## src/cbtec_defs.svh

```systemverilog
// Register offsets, reset values, field positions and codes of the bit timing and capture block
`ifndef CBTEC_DEFS_SVH
`define CBTEC_DEFS_SVH

`define CBTEC_ADDR_W          8
`define CBTEC_DATA_W          8
`define CBTEC_OFF_INT_FLAG    8'h03
`define CBTEC_OFF_ARB_POS     8'h07
`define CBTEC_OFF_ERR_CAPT    8'h08
`define CBTEC_OFF_BTR_PJ      8'h09
`define CBTEC_OFF_BTR_SEG     8'h0A
`define CBTEC_RST_ARB_POS     8'h00
`define CBTEC_RST_ERR_CAPT    8'h00
`define CBTEC_RST_BTR_PJ      8'h00
`define CBTEC_RST_BTR_SEG     8'h67
`define CBTEC_FLAG_BUS_ERR    7
`define CBTEC_FLAG_ARB_LOST   6
`define CBTEC_PRESC_DIV       2
`define CBTEC_DOM_TOLERATE    4'h7
`define CBTEC_ARB_SRR         5'h0B
`define CBTEC_ARB_IDE         5'h0C
`define CBTEC_ARB_RTR_EXT     5'h1F
`define CBTEC_ETYPE_BIT       2'h0
`define CBTEC_ETYPE_FORM      2'h1
`define CBTEC_ETYPE_STUFF     2'h2
`define CBTEC_ETYPE_OTHER     2'h3
`define CBTEC_SEG_SOF         5'h03
`define CBTEC_SEG_ID28_21     5'h02
`define CBTEC_SEG_ID20_18     5'h06
`define CBTEC_SEG_SRR         5'h04
`define CBTEC_SEG_IDE         5'h05
`define CBTEC_SEG_ID17_13     5'h07
`define CBTEC_SEG_ID12_5      5'h0F
`define CBTEC_SEG_ID4_0       5'h0E
`define CBTEC_SEG_RTR         5'h0C
`define CBTEC_SEG_RES1        5'h0D
`define CBTEC_SEG_RES0        5'h09
`define CBTEC_SEG_DLC         5'h0B
`define CBTEC_SEG_DATA        5'h0A
`define CBTEC_SEG_CRC         5'h08
`define CBTEC_SEG_CRC_DELIM   5'h18
`define CBTEC_SEG_ACK_SLOT    5'h19
`define CBTEC_SEG_ACK_DELIM   5'h1B
`define CBTEC_SEG_EOF         5'h1A
`define CBTEC_SEG_INTERMIS    5'h12
`define CBTEC_SEG_ACT_FLAG    5'h11
`define CBTEC_SEG_PAS_FLAG    5'h16
`define CBTEC_SEG_TOL_DOM     5'h13
`define CBTEC_SEG_ERR_DELIM   5'h17
`define CBTEC_SEG_OVL_FLAG    5'h1C

`endif

```

## src/cbtec_pkg.sv

```systemverilog
// Types shared by the bit timing and capture block
package cbtec_pkg;

	typedef struct packed {
		logic [1:0] jump_width;
		logic [5:0] quantum_prescale;
		logic       triple_sample_select;
		logic [2:0] second_bit_segment;
		logic [3:0] first_bit_segment;
	} cbtec_timing_t;

	typedef enum logic [2:0] {ARB_ID_BASE, ARB_SRR, ARB_IDE, ARB_ID_EXT, ARB_RTR_EXT} cbtec_arb_field_t;

	typedef struct packed {
		cbtec_arb_field_t field;
		logic [4:0]       id_bit;
	} cbtec_arb_pos_t;

	typedef enum logic [1:0] {ERR_BIT, ERR_FORM, ERR_STUFF, ERR_OTHER} cbtec_err_type_t;

	typedef enum logic [4:0] {
		FS_SOF, FS_ID28_21, FS_ID20_18, FS_SRR, FS_IDE, FS_ID17_13, FS_ID12_5, FS_ID4_0,
		FS_RTR, FS_RES1, FS_RES0, FS_DLC, FS_DATA, FS_CRC, FS_CRC_DELIM, FS_ACK_SLOT,
		FS_ACK_DELIM, FS_EOF, FS_INTERMIS, FS_ACT_FLAG, FS_PAS_FLAG, FS_TOL_DOM, FS_ERR_DELIM, FS_OVL_FLAG
	} cbtec_frame_seg_t;

	typedef struct packed {
		cbtec_err_type_t  etype;
		logic             rx_dir;
		cbtec_frame_seg_t error_frame_segment;
	} cbtec_err_evt_t;

	typedef enum {BT_SYNC, BT_SEG1, BT_SEG2} cbtec_bt_state_t;

endpackage : cbtec_pkg

```

## src/cbtec_bit_timer.sv

```systemverilog
// Time quantum divider, bit segment sequencer, resynchronisation and sampling
`timescale 1ns/1ps
`include "cbtec_defs.svh"

module cbtec_bit_timer
	import cbtec_pkg::*;
(
	// Clock and reset
	input  wire logic          clk_i,
	input  wire logic          arst_n_i,
	// Configuration and bus level
	input  wire cbtec_timing_t cfg_i,
	input  wire logic          rx_i,
	// Timing outputs
	output logic               tq_tick_o,
	output logic               bit_start_o,
	output logic               sample_o,
	output logic               rx_bit_o
);

	cbtec_bt_state_t state_q;
	logic [6:0]      pc_q;
	logic [4:0]      qc_q;
	logic [2:0]      ext_q;
	logic            resynced_q;
	logic            rx_prev_q;
	logic [1:0]      smp_q;
	logic            tick;
	logic            fall;
	logic [2:0]      jump;
	logic [4:0]      seg1_last;
	logic [4:0]      seg2_last;
	logic [4:0]      q_plus1;

	function automatic logic majority(input logic a, input logic b, input logic c);
		return (a & b) | (a & c) | (b & c);
	endfunction : majority

	// System clock over 2*(prescale+1)
	assign tick      = (pc_q == {cfg_i.quantum_prescale, 1'b1});
	assign fall      = rx_prev_q & ~rx_i;
	assign jump      = {1'b0, cfg_i.jump_width} + 3'h1;
	assign seg1_last = {1'b0, cfg_i.first_bit_segment} + {2'h0, ext_q};
	assign seg2_last = {2'h0, cfg_i.second_bit_segment};
	assign q_plus1   = qc_q + 5'h01;

	always_ff @(posedge clk_i or negedge arst_n_i) begin
		if (!arst_n_i) begin
			pc_q <= 7'h00;
		end else begin
			pc_q <= tick ? 7'h00 : pc_q + 7'h01;
		end
	end

	always_ff @(posedge clk_i or negedge arst_n_i) begin
		if (!arst_n_i) begin
			rx_prev_q <= 1'b1;
			smp_q     <= 2'h3;
		end else if (tick) begin
			rx_prev_q <= rx_i;
			smp_q     <= {smp_q[0], rx_i};
		end
	end

	// Sync quantum, then first segment, then second segment
	always_ff @(posedge clk_i or negedge arst_n_i) begin
		if (!arst_n_i) begin
			state_q    <= BT_SYNC;
			qc_q       <= 5'h00;
			ext_q      <= 3'h0;
			resynced_q <= 1'b0;
		end else if (tick) begin
			case (state_q)
				BT_SYNC: begin
					state_q    <= BT_SEG1;
					qc_q       <= 5'h00;
					ext_q      <= 3'h0;
					resynced_q <= 1'b0;
				end
				BT_SEG1: begin
					if (fall && !resynced_q) begin
						// Late edge: insert delay after sync, capped at jump width plus one
						ext_q      <= (q_plus1 < {2'h0, jump}) ? q_plus1[2:0] : jump;
						resynced_q <= 1'b1;
					end
					if (qc_q == seg1_last) begin
						state_q <= BT_SEG2;
						qc_q    <= 5'h00;
					end else begin
						qc_q <= q_plus1;
					end
				end
				BT_SEG2: begin
					if (fall && !resynced_q && (q_plus1 + {2'h0, jump} > seg2_last)) begin
						state_q <= BT_SYNC;
					end else if (fall && !resynced_q) begin
						qc_q       <= q_plus1 + {2'h0, jump};
						resynced_q <= 1'b1;
					end else if (qc_q == seg2_last) begin
						state_q <= BT_SYNC;
					end else begin
						qc_q <= q_plus1;
					end
				end
				default: state_q <= BT_SYNC;
			endcase
		end
	end

	// Registered strobes and received bit
	always_ff @(posedge clk_i or negedge arst_n_i) begin
		if (!arst_n_i) begin
			tq_tick_o   <= 1'b0;
			bit_start_o <= 1'b0;
			sample_o    <= 1'b0;
			rx_bit_o    <= 1'b1;
		end else begin
			tq_tick_o   <= tick;
			bit_start_o <= tick && (state_q == BT_SYNC);
			sample_o    <= tick && (state_q == BT_SEG1) && (qc_q == seg1_last);
			if (tick && (state_q == BT_SEG1) && (qc_q == seg1_last)) begin
				rx_bit_o <= cfg_i.triple_sample_select ? majority(smp_q[1], smp_q[0], rx_i) : rx_i;
			end
		end
	end

endmodule : cbtec_bit_timer

```

## src/cbtec_core.sv

```systemverilog
// Register file, arbitration and bus error capture, with the bit timer inside
//
// Decided for this implementation: the address-and-strobe port.
`timescale 1ns/1ps
`include "cbtec_defs.svh"

// Overview of operation
// - Quantum clock is the system clock divided by two, then by prescale plus one.
// - A resynchronisation shifts timing by at most jump width plus one quanta.
// - A falling edge in the first segment lengthens it, moving the sample point later; in the second segment it shortens it.
// - Second segment lasts its three-bit field plus one quanta.
// - First segment lasts its four-bit field plus one quanta.
// - A bit is sync quantum, first segment, second segment; rate follows their sum.
// - Single sampling takes the bus at the first edge of the second segment.
// - Triple sampling uses the last two first-segment edges and first second-segment edge.
// - Triple sampling takes the majority of the three samples.
// - Lost arbitration raises its flag and captures the five-bit bit position.
// - Position codes: ID28..18 as 0..10, SRR 11, IDE 12, ID17..0 13..30, RTR 31.
// - Position stays locked and no new flag until software reads it.
// - Reading the interrupt flag register clears arbitration-lost and bus-error flags.
// - A bus error raises its flag and captures type, direction and segment.
// - Error capture stays locked, ignoring new errors, until software reads it.
// - Error capture is read-only, holds the first error since the last read, clears on read.
// - Error type: bit 0, form 1, stuff 2, anything else 3.
// - Direction bit is one for reception errors, zero for transmission errors.
// - Frame segment of the error is a five-bit code from the segment table.
// - Up to seven dominant bits after an error or overload flag are tolerated.
module cbtec_core
	import cbtec_pkg::*;
#(
	parameter int unsigned DOM_LIMIT = 7
)(
	// Clock and reset
	input  wire logic                     clk_i,
	input  wire logic                     arst_n_i,
	// Register port
	input  wire logic [`CBTEC_ADDR_W-1:0] addr_i,
	input  wire logic [`CBTEC_DATA_W-1:0] wdata_i,
	input  wire logic                     we_i,
	input  wire logic                     re_i,
	output logic      [`CBTEC_DATA_W-1:0] rdata_o,
	// Bus level from the transceiver
	input  wire logic                     rx_i,
	// Events from the bit stream processor
	input  wire logic                     arb_lost_i,
	input  wire cbtec_arb_pos_t           arb_pos_i,
	input  wire logic                     bus_err_i,
	input  wire cbtec_err_evt_t           err_evt_i,
	input  wire logic                     flag_done_i,
	// Timing strobes
	output logic                          tq_tick_o,
	output logic                          bit_start_o,
	output logic                          sample_o,
	output logic                          rx_bit_o,
	// Status
	output logic                          arb_lost_flag_o,
	output logic                          bus_err_flag_o,
	output logic                          dom_excess_o
);

	initial begin
		if (DOM_LIMIT < 1 || DOM_LIMIT > 14) begin
			$error("DOM_LIMIT must lie between 1 and 14");
		end
	end

	localparam logic [3:0] DOM_MAX = 4'(DOM_LIMIT);

	logic [7:0]    btr_pj_q;
	logic [7:0]    btr_seg_q;
	logic [4:0]    arb_pos_q;
	logic          arb_armed_q;
	logic [7:0]    err_capt_q;
	logic          err_armed_q;
	logic          flag_al_q;
	logic          flag_be_q;
	logic [7:0]    rdata_q;
	logic [3:0]    dom_cnt_q;
	logic          dom_watch_q;
	logic          dom_excess_q;
	cbtec_timing_t timing;
	logic          rd_flags;
	logic          rd_arb;
	logic          rd_err;
	logic          arb_take;
	logic          err_take;
	logic          bt_tick;
	logic          bt_bit_start;
	logic          bt_sample;
	logic          bt_rx_bit;

	// Bit position of the stream processor as arbitration code
	function automatic logic [4:0] arb_code(input cbtec_arb_pos_t p);
		logic [4:0] c;
		c = 5'h00;
		case (p.field)
			ARB_ID_BASE: c = 5'd28 - p.id_bit;
			ARB_SRR:     c = `CBTEC_ARB_SRR;
			ARB_IDE:     c = `CBTEC_ARB_IDE;
			ARB_ID_EXT:  c = 5'd30 - p.id_bit;
			ARB_RTR_EXT: c = `CBTEC_ARB_RTR_EXT;
			default:     c = 5'h00;
		endcase
		return c;
	endfunction : arb_code

	function automatic logic [1:0] type_code(input cbtec_err_type_t t);
		logic [1:0] c;
		c = `CBTEC_ETYPE_OTHER;
		case (t)
			ERR_BIT:   c = `CBTEC_ETYPE_BIT;
			ERR_FORM:  c = `CBTEC_ETYPE_FORM;
			ERR_STUFF: c = `CBTEC_ETYPE_STUFF;
			default:   c = `CBTEC_ETYPE_OTHER;
		endcase
		return c;
	endfunction : type_code

	function automatic logic [4:0] seg_code(input cbtec_frame_seg_t s);
		logic [4:0] c;
		c = `CBTEC_SEG_SOF;
		case (s)
			FS_SOF:       c = `CBTEC_SEG_SOF;
			FS_ID28_21:   c = `CBTEC_SEG_ID28_21;
			FS_ID20_18:   c = `CBTEC_SEG_ID20_18;
			FS_SRR:       c = `CBTEC_SEG_SRR;
			FS_IDE:       c = `CBTEC_SEG_IDE;
			FS_ID17_13:   c = `CBTEC_SEG_ID17_13;
			FS_ID12_5:    c = `CBTEC_SEG_ID12_5;
			FS_ID4_0:     c = `CBTEC_SEG_ID4_0;
			FS_RTR:       c = `CBTEC_SEG_RTR;
			FS_RES1:      c = `CBTEC_SEG_RES1;
			FS_RES0:      c = `CBTEC_SEG_RES0;
			FS_DLC:       c = `CBTEC_SEG_DLC;
			FS_DATA:      c = `CBTEC_SEG_DATA;
			FS_CRC:       c = `CBTEC_SEG_CRC;
			FS_CRC_DELIM: c = `CBTEC_SEG_CRC_DELIM;
			FS_ACK_SLOT:  c = `CBTEC_SEG_ACK_SLOT;
			FS_ACK_DELIM: c = `CBTEC_SEG_ACK_DELIM;
			FS_EOF:       c = `CBTEC_SEG_EOF;
			FS_INTERMIS:  c = `CBTEC_SEG_INTERMIS;
			FS_ACT_FLAG:  c = `CBTEC_SEG_ACT_FLAG;
			FS_PAS_FLAG:  c = `CBTEC_SEG_PAS_FLAG;
			FS_TOL_DOM:   c = `CBTEC_SEG_TOL_DOM;
			FS_ERR_DELIM: c = `CBTEC_SEG_ERR_DELIM;
			FS_OVL_FLAG:  c = `CBTEC_SEG_OVL_FLAG;
			default:      c = `CBTEC_SEG_SOF;
		endcase
		return c;
	endfunction : seg_code

	// Register field layout
	assign timing.jump_width           = btr_pj_q[7:6];
	assign timing.quantum_prescale     = btr_pj_q[5:0];
	assign timing.triple_sample_select = btr_seg_q[7];
	assign timing.second_bit_segment   = btr_seg_q[6:4];
	assign timing.first_bit_segment    = btr_seg_q[3:0];

	assign rd_flags = re_i && (addr_i == `CBTEC_OFF_INT_FLAG);
	assign rd_arb   = re_i && (addr_i == `CBTEC_OFF_ARB_POS);
	assign rd_err   = re_i && (addr_i == `CBTEC_OFF_ERR_CAPT);
	assign arb_take = arb_lost_i && arb_armed_q;
	assign err_take = bus_err_i && err_armed_q;

	cbtec_bit_timer u_bit_timer (
		.clk_i       (clk_i),
		.arst_n_i    (arst_n_i),
		.cfg_i       (timing),
		.rx_i        (rx_i),
		.tq_tick_o   (bt_tick),
		.bit_start_o (bt_bit_start),
		.sample_o    (bt_sample),
		.rx_bit_o    (bt_rx_bit)
	);

	// Timing registers, written by software while off the bus
	always_ff @(posedge clk_i or negedge arst_n_i) begin
		if (!arst_n_i) begin
			btr_pj_q  <= `CBTEC_RST_BTR_PJ;
			btr_seg_q <= `CBTEC_RST_BTR_SEG;
		end else if (we_i) begin
			if (addr_i == `CBTEC_OFF_BTR_PJ) begin
				btr_pj_q <= wdata_i;
			end
			if (addr_i == `CBTEC_OFF_BTR_SEG) begin
				btr_seg_q <= wdata_i;
			end
		end
	end

	// Arbitration lost capture, locked until read
	always_ff @(posedge clk_i or negedge arst_n_i) begin
		if (!arst_n_i) begin
			arb_pos_q   <= 5'h00;
			arb_armed_q <= 1'b1;
		end else if (arb_take) begin
			arb_pos_q   <= arb_code(arb_pos_i);
			arb_armed_q <= 1'b0;
		end else if (rd_arb) begin
			arb_armed_q <= 1'b1;
		end
	end

	// Bus error capture, locked until read, cleared by the read
	always_ff @(posedge clk_i or negedge arst_n_i) begin
		if (!arst_n_i) begin
			err_capt_q  <= `CBTEC_RST_ERR_CAPT;
			err_armed_q <= 1'b1;
		end else if (err_take) begin
			err_capt_q  <= {type_code(err_evt_i.etype), err_evt_i.rx_dir, seg_code(err_evt_i.error_frame_segment)};
			err_armed_q <= 1'b0;
		end else if (rd_err) begin
			err_capt_q  <= 8'h00;
			err_armed_q <= 1'b1;
		end
	end

	// Interrupt flags; a new event wins over the clearing read
	always_ff @(posedge clk_i or negedge arst_n_i) begin
		if (!arst_n_i) begin
			flag_al_q <= 1'b0;
			flag_be_q <= 1'b0;
		end else begin
			if (arb_take) begin
				flag_al_q <= 1'b1;
			end else if (rd_flags) begin
				flag_al_q <= 1'b0;
			end
			if (err_take) begin
				flag_be_q <= 1'b1;
			end else if (rd_flags) begin
				flag_be_q <= 1'b0;
			end
		end
	end

	// Dominant bits after a sent error or overload flag
	always_ff @(posedge clk_i or negedge arst_n_i) begin
		if (!arst_n_i) begin
			dom_cnt_q    <= 4'h0;
			dom_watch_q  <= 1'b0;
			dom_excess_q <= 1'b0;
		end else if (flag_done_i) begin
			dom_cnt_q    <= 4'h0;
			dom_watch_q  <= 1'b1;
			dom_excess_q <= 1'b0;
		end else if (bt_sample && dom_watch_q) begin
			if (bt_rx_bit) begin
				dom_watch_q <= 1'b0;
			end else if (dom_cnt_q == DOM_MAX) begin
				dom_excess_q <= 1'b1;
				dom_watch_q  <= 1'b0;
			end else begin
				dom_cnt_q <= dom_cnt_q + 4'h1;
			end
		end
	end

	// Read data one cycle after the strobe, zero elsewhere
	always_ff @(posedge clk_i or negedge arst_n_i) begin
		if (!arst_n_i) begin
			rdata_q <= 8'h00;
		end else if (re_i) begin
			case (addr_i)
				`CBTEC_OFF_INT_FLAG: begin
					rdata_q                      <= 8'h00;
					rdata_q[`CBTEC_FLAG_BUS_ERR]  <= flag_be_q;
					rdata_q[`CBTEC_FLAG_ARB_LOST] <= flag_al_q;
				end
				`CBTEC_OFF_ARB_POS:  rdata_q <= {3'h0, arb_pos_q};
				`CBTEC_OFF_ERR_CAPT: rdata_q <= err_capt_q;
				`CBTEC_OFF_BTR_PJ:   rdata_q <= btr_pj_q;
				`CBTEC_OFF_BTR_SEG:  rdata_q <= btr_seg_q;
				default:             rdata_q <= 8'h00;
			endcase
		end else begin
			rdata_q <= 8'h00;
		end
	end

	assign rdata_o         = rdata_q;
	assign tq_tick_o       = bt_tick;
	assign bit_start_o     = bt_bit_start;
	assign sample_o        = bt_sample;
	assign rx_bit_o        = bt_rx_bit;
	assign arb_lost_flag_o = flag_al_q;
	assign bus_err_flag_o  = flag_be_q;
	assign dom_excess_o    = dom_excess_q;

endmodule : cbtec_core

```

## config.mk

```make
export PLATFORM = sky130hd
export DESIGN_NAME = cbtec_core
export DESIGN_NICKNAME = d
export VERILOG_FILES = /design/src/cbtec_pkg.sv /design/src/cbtec_bit_timer.sv /design/src/cbtec_core.sv
export VERILOG_INCLUDE_DIRS = /design/src /design/src/src
export SDC_FILE = /design/constraint.sdc
export NUM_CORES = 1
export LEC_CHECK = 0
export BUFFER_PORTS_ARGS = -buffer_cell sky130_fd_sc_hd__buf_2
export CORE_UTILIZATION = 30
export DETAILED_ROUTE_END_ITERATION = 16
export GPL_ROUTABILITY_DRIVEN = 0
export GPL_TIMING_DRIVEN = 0
export PLACE_DENSITY = 0.43
export SYNTH_ARGS = -nofsm -noshare
export SYNTH_HDL_FRONTEND = slang
export SYNTH_SLANG_ARGS = --single-unit
export TNS_END_PERCENT = 20
```

## constraint.sdc

```tcl
create_clock -name clk_i -period 4.4 [get_ports clk_i]
set_input_delay 0.44 -clock clk_i [delete_from_list [all_inputs] [get_ports clk_i]]
set_output_delay 0.44 -clock clk_i [all_outputs]
set_load 0.02 [all_outputs]
```

; ---- Word level (Yosys, flattened, before mapping)
; Memories as Yosys holds them, arrays and structs flattened.
; Cells that the tools add are included.
[word_totals]
register_bits = 102
latch_bits = 0
mem_bits_rw = 0
rom_bits = 160
output_inout_bits = 15
word_cells = 144
n_memories = 1
[mem_list]
columns = memory, words, width, rd, rd_clocked_by_memory_dff, wr, line_no
row1 = (name not given), 32, 5, 1, 0, 0, cbtec_core.sv:122  ; case (s)
[op_classes]
add_sub_neg = 8
n_mul = 0
div_mod_pow = 0
n_lt_le_gt_ge = 2
n_eq_ne = 26
n_shift = 0
n_mux = 43
n_bitwise = 7
n_reduce_logical = 34
[ops]
columns = cell, n
row1 = 32-bit two-way mux, 4
row2 = 32-bit one-hot mux with 3 select lines, 1
row3 = 32-bit by 2-bit == test with 1-bit output (second input constant), 2
row4 = 32-bit logical NOT, 2
row5 = 8-bit one-hot mux with 5 select lines, 1
row6 = 32-bit by 1-bit == test with 1-bit output (second input constant), 1
row7 = 5-bit one-hot mux with 5 select lines, 1
row8 = 8-bit by 4-bit == test with 1-bit output (second input constant), 3
row9 = 8-bit two-way mux, 3
row10 = 5-bit two-way mux, 4
row11 = 1-bit two-way mux, 18
row12 = 4-bit two-way mux, 4
row13 = 5-bit one-hot mux with 3 select lines, 1
row14 = 2-bit nonzero test, 7
row15 = 3-bit AND reduction, 4
row16 = 1-bit logical AND, 11
row17 = 5-bit subtractor (first input constant), 2
row18 = 8-bit by 2-bit == test with 1-bit output (second input constant), 1
row19 = 8-bit by 3-bit == test with 1-bit output (second input constant), 1
row20 = 4-bit AND reduction, 2
row21 = 7-bit by 1-bit adder with 7-bit output (second input constant), 1
row22 = 7-bit == test, 1
row23 = 7-bit two-way mux, 1
row24 = 3-bit by 2-bit == test with 1-bit output (second input constant), 2
row25 = 31 further kinds, 42

; ---- Logic depth before layout (Yosys ltp)
; Gate-level depths: netlist (run 1).
[logic_depth]
word_depth = 6
mapped_depth = 15

; ---- Cells and area by module
; A second synthesis (run 1) with hierarchy kept.
[unflattened]
hier_cells = 464
area_unflattened_um2 = 4657.0
[modules_own_cells]
columns = mod, instances, cells_each, area_each_um2
row1 = cbtec_core, 1, 241, 2581.2
row2 = cbtec_bit_timer, 1, 223, 2075.7

; ---- Least setup slack after synthesis (run 1)
; No wires, ideal clock.
[synth_timing]
kind = register -> register
startpoint = register u_bit_timer.qc_q[1]
endpoint = register u_bit_timer.qc_q[3]
t_arrival_ns = 3.026
t_required_ns = 4.275
setup_slack_ns = 1.249
path_stages_with_launch = 13
path_cell_list = dfrtp_1 ha_1 inv_1 fa_1 xnor2_1 inv_1 ha_1 o21ai_0 o2111ai_1 o221ai_2 o21a_1 buf_6 mux2_4
[synth_via]
elab_chain_len = 6
word_cells_on_any_way = 14
cone_classes = add/sub (2) / order compare (1) / eq/ne (4) / mux (5) / reduce/logical (2)
[synth_rtl]
columns = item, line_no
row1 = start: declaration, cbtec_bit_timer.sv:23  ; logic [4:0] qc_q;
row2 = start signal: assignment, cbtec_bit_timer.sv:90  ; qc_q <= q_plus1;
row3 = start signal: assignment, cbtec_bit_timer.sv:97  ; qc_q <= q_plus1 + {2'h0, jump};
row4 = start signal: assignment, cbtec_bit_timer.sv:102  ; qc_q <= q_plus1;
row5 = 5-bit by 1-bit adder with 5-bit output, cbtec_bit_timer.sv:45  ; assign q_plus1 = qc_q + 5'h01;
row6 = 5-bit by 3-bit adder with 5-bit output, "cbtec_bit_timer.sv:94, cbtec_bit_timer.sv:97"
row7 = 5-bit by 3-bit > comparator with 1-bit output, cbtec_bit_timer.sv:94  ; if (fall && !resynced_q && (q_plus1 + {2'h0, jump} > seg2_last)) begin
row8 = 1-bit logical AND, cbtec_bit_timer.sv:94
row9 = 2-bit != test (no source line), --
row10 = 4-bit AND reduction (no source line), --
; Parallel ways exist; a longest one is shown, timed or not. The select of a mux whose other input is x is not followed.
; A chain may end at the register's enable or synchronous reset.

; ---- Worst setup path in the final report (run 1)
[layout_timing]
startpoint = register u_bit_timer.qc_q[1]
endpoint = register u_bit_timer.qc_q[4]
; The elaborated chain is that of the path after synthesis.

==> results of run 1 <==
[flip-flops by register name, summed over array words and instances, names as in the netlist, 3 cells and up]
signal / cells
u_bit_timer.pc_q: 7
u_bit_timer.ext_q: 3
btr_seg_q: 8
u_bit_timer.qc_q: 5
dom_cnt_q: 4
arb_pos_q: 5
btr_pj_q: 8
err_capt_q: 8
rdata_o: 8
[stage by stage]
step	instance area (um^2)	util
after CTS	5154	0.3684
after global routing	5154	0.3684
after global placement	4781	0.3418
after detailed placement	4811	0.3439
after floorplan	4320	-
final	5154	0.3684
[worst register-to-register path, stage by stage, from the launching register on]
cell	delay, ns
dfrtp_1	0.50
ha_1	0.26
xor2_1	0.38
ha_1	0.35
xnor2_1	0.29
inv_1	0.07
ha_1	0.29
o21ai_0	0.36
o2111ai_1	0.20
o221ai_2	0.30
o21a_1	0.16
buf_6	0.14
mux2_4	0.30
[power groups by stage]
stage | clock network (mW) | registers, mW | logic, mW
CTS | 0.826 | 0.862 | 0.868
finish | 0.803 | 0.862 | 0.859
floorplan | 0 | 0.854 | 0.627
global placement | 0 | 0.869 | 0.845
global route | 0.850 | 0.878 | 0.989
detailed placement | 0 | 0.873 | 0.862
[kinds of logic after synthesis]
family                   count (synthesis)  share of synthesized area
XOR/XNOR                                35                    0.07269
multiplexers                            32                    0.08515
flip-flops                              71                     0.4141
adder cells (fa/ha/maj)                 30                    0.09209
buffers and inverters                   53                    0.04981
AO/OA/AOI/OAI                           98                     0.1599
AND/OR/NAND/NOR                        106                     0.1263
[placed cells by master (no fill, tap or decap), types with 4 or more instances in the layout]
cell,count
nor2_1,31
a21o_1,4
mux2_2,19
xnor2_1,21
a22o_1,8
nand2_1,33
a21oi_1,21
xor2_1,13
nor3_1,4
a211oi_1,7
dfstp_2,10
clkbuf_1,10
buf_2,47
ha_1,27
inv_1,38
o21ai_0,18
o22ai_1,4
clkbuf_16,9
mux2i_1,9
nand3_1,6
a222oi_1,7
dfrtp_1,61
[path summary, 6_finish.rpt]
path                       cells after the start             endpoint           startpoint  slack, ns
max reg2reg                                   12  u_bit_timer.qc_q[4]  u_bit_timer.qc_q[1]       0.67
min in group asynchronous                      2  u_bit_timer.qc_q[3]             arst_n_i       0.54
max                                           12  u_bit_timer.qc_q[4]  u_bit_timer.qc_q[1]       0.67
max in group asynchronous                      3         btr_seg_q[0]             arst_n_i       3.24
min                                            2          err_armed_q            bus_err_i       0.26
min reg2reg                                    1          err_armed_q          err_armed_q       0.48
[layer usage]
metal  up-vias  wire length, um
met5         -                0
met4         0              182
met3        13              294
met2        57             5202
met1      1603             4721
li1       1637                -
[layout make-up]
type / instances / area, um^2
sequential: 71 / 1789
timing repair buffer: 49 / 275.3
clock buffer: 11 / 252.7
inverter: 38 / 142.6
clock inverter: 5 / 80.08
multi-input combinational: 301 / 2316
buffer: 15 / 72.57
tap: 180 / 225.2
fill: 1438 / 8835
==> metrics.csv, run 1 <==
stage,metric,value,unit
drt,first-pass iteration count of the detailed router,8,
timing,Final Cycle Share,0.8476,
clock_tree,root buf cell,clkbuf_16,
synthesis,area of the mapped netlist,4320,um^2
floorplanning,Die Ht,122.0,um
pwr,cell-internal power,1.650,mW
job,max-cap viol count,0,
critical_path,startpoint types,flop,
grt,grt ovf,0,
worst_hold_path,Hold WC Path Type,in -> reg,
pwr,P_sw,874.3,uW
placement,Placed Cells incl. Taps,653,
floorplanning,Die Wd,122.0,um
timing,Period minus WS final,3.729,ns
clock_tree,Setup Buffers After CTS,0,
synthesis,Cell variety after synth,65,
run_status,outcome,finished clean,
drt,vias per std cell,4.940,
grt,GRT Max-Usage Layer,met2,
drt,drt drc,0,
grt,routing usage on met2,0.2546,
clock_tree,H-tree depth,3,
floorplanning,Die ar.,14890,um^2
pwr,Leak,2.320,nW
synthesis,Post-synth EDFFs,0,
clock_tree,CTS tree,yes,
critical_path,worst-path cell with the longest stage delay,dfrtp_1,
timing,Fin. Hold Viols,0,
synthesis,#FFs+latches synth,71,
pwr,clock network power share,0.318,
placement,# port buffers,47,
clock_tree,cts bufs inserted,9,
layout,share of cells above drive strength 1,0.2367,
synthesis,Yosys Warn Count,0,
synthesis,Syn Area/Cell,10.17,um^2
drt,drt total wl,10400,um
pwr,PwrDens,489.8,nW/um^2
synthesis,Yosys top cell by area,dfrtp_1,
critical_path,worst path required time,4.62,ns
grt,vias in the first global route,3376,
layout,fin cells,670,
floorplanning,I/O pin total,55,
clock_tree,Clock transition at path regs,0.06,ns
drt,ANT nets after route,0,
synthesis,predominant post-synthesis flop cell,dfrtp_1,
critical_path,Crit path max-delay family,compound AO/OA/AOI/OAI gates,
synthesis,Post-synth ARST share,1.000,
synthesis,sequential area share after synthesis,0.4141,
timing,Worst Clk Skew,0.003961,ns
clock_tree,Post-CTS Hold Buffers,1,
timing,Final setup viols,0,
critical_path,Worst path most repeated cell,ha_1,
critical_path,WS Path Type,reg -> reg,
critical_path,peak fanout along the critical path,5,
drt,1st-iter DRT viols,198,
grt,met1 usage,0.1984,
timing,fmax,268.1,MHz
clock_tree,Clock Tree Buf Depth,2,
layout,Layout Area Growth over Synthesis,19.29,%
pwr,Final Power,2.524,mW
layout,Post-layout nets,555,
timing,max_slew headroom,0.4851,
synthesis,"top cells by count, synth","61 x dfrtp_1, 38 x inv_1, 33 x nand2_1, 31 x nor2_1, 27 x ha_1",
synthesis,top-count cell post-synth,dfrtp_1,
timing,post-route worst setup slack,0.6707,ns
synthesis,Yosys top cell area share,0.3533,
clock_tree,clk sinks,71,
pwr,Seq pwr share,0.342,
grt,met3 usage,0.02247,
clock_tree,post-cts resize count,0,
pwr,worst vdd ir,0.0001653,V
floorplanning,Core ar.,13990,um^2
critical_path,Bufs and invs on worst path,2,
pwr,Sw Share,0.3464,
floorplanning,FP Rows,43,
synthesis,Syn Nets,495,
critical_path,CP Cell Sequence,ha_1 -> xor2_1 -> ha_1 -> xnor2_1 -> inv_1 -> ha_1 -> o21ai_0 -> o2111ai_1 -> o221ai_2 -> o21a_1 -> buf_6 -> mux2_4,
grt,largest net degree at the start of global routing,54,
timing,WHS,0.2585,ns
timing,Max Slew Vio Count,0,
placement,HPWL after DPL,8063,um
critical_path,CP Data Arrival Time,3.94,ns
timing,Worst-Margin Slew,0.7689,ns
drt,vias,3310,
synthesis,Syn Inst Count,425,
critical_path,Worst setup EP type,flop,
pwr,combinational power share,0.340,
grt,global-route wire length before repair,17460,um
layout,Antenna Diode Count,0,
grt,initial antenna violation count,0,
clock_tree,Worst-Skew Late Latency,0.33,ns
timing,RSZ-0062 raised after global routing,no,
placement,DP Worst Slack,0.6678,ns
timing,final setup TNS,0,ns
synthesis,Synth area leaders,"dfrtp_1 35%, ha_1 7.8%, dfstp_2 6.1%, mux2_2 5.0%, xnor2_1 4.3%",
grt,Total GRT Usage,0.1536,
drt,wire per inst,15.52,um
floorplanning,Initial Utilization,0.3089,
critical_path,max incr delay on CP,0.50,ns
(Power assumes the default switching activity.)
==> run 2, diff against run 1 <==
PLACE_DENSITY = 0.45   (was 0.43)
clock period = 3 ns   (was 4.4 ns; I/O delays follow)
==> metrics.csv, run 2 (synthesis results as in run 1) <==
stage,metric,value,unit,change
clock_tree,Worst-Skew Late Latency,0.33,ns,about the same
layout,Antenna Diode Count,0,,unchanged
drt,wire per inst,15.35,um,-1.1%
drt,DRT met1 WL,4877,um,+3.3%
critical_path,Crit path max-delay family,adder cells,,
placement,dpl cell area,4840,um^2,+0.60%
layout,Multi-input gate area,2495,um^2,+7.7%
pwr,PwrDens,734.4,nW/um^2,+50%
timing,Fin. Hold Viols,0,,unchanged
critical_path,max incr delay on CP,0.59,ns,+0.09 ns
grt,largest net degree at the start of global routing,69,,+28%
layout,"most common cell after layout, fill and taps aside",dfrtp_1,,
layout,most frequent cells in the layout,"57 x dfrtp_1, 46 x buf_2, 33 x nand2_1, 32 x inv_1, 31 x nor2_1",,
clock_tree,cts bufs inserted,9,,unchanged
timing,Final Cycle Share,1.036,,+0.1881
critical_path,CP Cell Sequence,buf_6 -> inv_4 -> ha_4 -> inv_2 -> fa_2 -> inv_2 -> ha_4 -> a211oi_4 -> o2111ai_2 -> o221ai_2 -> o21a_1 -> buf_6 -> mux2_4,,
layout,Layout Area Growth over Synthesis,25.28,%,
critical_path,WS Path Type,reg -> reg,,
timing,RSZ-0062 raised after global routing,yes,,
drt,1st-iter DRT viols,156,,-21%
floorplanning,Initial Utilization,0.3089,,unchanged
critical_path,peak fanout along the critical path,5,,unchanged
clock_tree,root buf cell,clkbuf_16,,
drt,drt drc,0,,unchanged
timing,max_slew headroom,0.5240,,+0.03888
timing,Final setup viols,6,,+6
pwr,Leak,2.389,nW,+3.0%
drt,ANT nets after route,0,,unchanged
floorplanning,Core ar.,13990,um^2,unchanged
job,max-cap viol count,0,,unchanged
run_status,outcome,"complete, but fails checks",,
drt,first-pass iteration count of the detailed router,4,,-4
layout,design area,5413,um^2,+5.0%
clock_tree,clk sinks,71,,unchanged
critical_path,startpoint types,flop,,
grt,Total GRT Usage,0.1544,,+0.0008335
worst_hold_path,Hold WC Path Type,in -> reg,,
timing,Max Slew Vio Count,0,,unchanged
clock_tree,Clock transition at path regs,0.06,ns,about the same
timing,fmax,321.9,MHz,+20%
drt,DR top layer,met4,,
drt,vias per std cell,4.853,,-1.8%
run_status,failing checks,setup timing,,
floorplanning,Die Ht,122.0,um,unchanged
floorplanning,Die ar.,14890,um^2,unchanged
drt,met3 wire length,278,um,-5.4%
timing,Worst Clk Skew,0.006582,ns,+0.002621 ns
timing,final setup TNS,-0.4360,ns,-0.4360 ns
clock_tree,H-tree depth,3,,unchanged
layout,Seq. cell area,1794,um^2,+0.28%
critical_path,Worst setup EP type,flop,,
critical_path,worst-path cell with the longest stage delay,fa_2,,
clock_tree,Clock Tree Buf Depth,2,,unchanged
layout,fillers,1417,,-1.5%
clock_tree,CTS tree,yes,,
drt,WL met2,5170,um,-0.62%
layout,share of cells above drive strength 1,0.3083,,+0.07157
drt,vias,3329,,+0.57%
pwr,worst vdd ir,0.0002849,V,+72%
timing,WHS,0.1284,ns,-0.1301 ns
floorplanning,FP Rows,43,,unchanged
critical_path,r2r setup slk,-0.11,ns,-0.78 ns
placement,HPWL after DPL,8014,um,-0.62%
floorplanning,Die Wd,122.0,um,unchanged
timing,Worst-Margin Slew,0.7075,ns,-0.06146 ns
layout,Post-layout nets,572,,+3.1%
timing,Period minus WS final,3.107,ns,-0.6223 ns
grt,initial antenna violation count,0,,unchanged
drt,drt total wl,10530,um,+1.3%
layout,Finished Core Util,0.3869,,+0.01852
grt,grt ovf,0,,unchanged
critical_path,CP Data Arrival Time,3.32,ns,-0.62 ns
floorplanning,I/O pin total,55,,unchanged
grt,vias in the first global route,3441,,+1.9%
critical_path,worst path required time,3.22,ns,-1.40 ns
placement,# port buffers,47,,unchanged
critical_path,Bufs and invs on worst path,5,,+3
grt,global-route wire length before repair,17520,um,+0.32%
pwr,Final Power,3.975,mW,+57%
timing,post-route worst setup slack,-0.1070,ns,-0.7777 ns
## run 2: cell types whose count changed in the layout (fill, tap and decap cells not counted), moves of 3 or more
cell,before,now
buf_4,3,20
clkbuf_1,10,13
dfrtp_1,61,57
dfrtp_2,0,4
ha_1,27,21
ha_4,0,5
inv_1,38,32
inv_2,0,4
## run 2: area by class of cell
type                            count  share of cell area
Buffer                             15             0.01456
Inverter                           38             0.02728
Tap cell                          180             0.04161
Timing Repair Buffer               66             0.07443
Clock inverter                      1           0.0009246
Sequential cell                    71              0.3315
Multi-Input combinational cell    301              0.4609
Clock buffer                       14             0.04877
## run 2: final timing paths
check                                      endpoint  cells after the start                start
worst min register to register          dom_watch_q                      1          dom_watch_q
max in group asynchronous              btr_seg_q[1]                      3             arst_n_i
min in group asynchronous       u_bit_timer.qc_q[4]                      2             arst_n_i
worst min-delay path                    err_armed_q                      2            bus_err_i
worst max register to register  u_bit_timer.qc_q[4]                     13  u_bit_timer.qc_q[0]
worst max-delay path            u_bit_timer.qc_q[4]                     13  u_bit_timer.qc_q[0]
## run 2: metrics by stage
| stage | setup WS, ns | cells |
|---|---|---|
| floorplan | 0.007600 | 425 |
| finish | -0.1070 | 686 |
| CTS | -0.1292 | 680 |
| global placement | -0.3949 | 652 |
| global route | -0.2396 | 686 |
| detailed placement | -0.4503 | 653 |
## run 2: routing by layer
metal	vias up	global-route usage
met5	-	0
met4	0	0.06250
met3	12	0.02996
met2	42	0.2571
met1	1606	0.1950
li1	1669	-
## run 2: what timing repair did
item                       CTS  global route
pin swaps                   11             7
setup buffers               11             6
gates cloned                 0             0
hold endpoints to repair     3             0
hold buffers                 1             0
resized for setup           26             8
setup endpoints to repair    8             8
## run 2: power breakdown
part           internal, mW  total [mW]  switching (mW)  leakage (nW)
Clock                 0.599       0.970           0.371         0.133
Sequential             1.12        1.27           0.142         0.918
Combinational         0.817        1.74           0.922          1.34
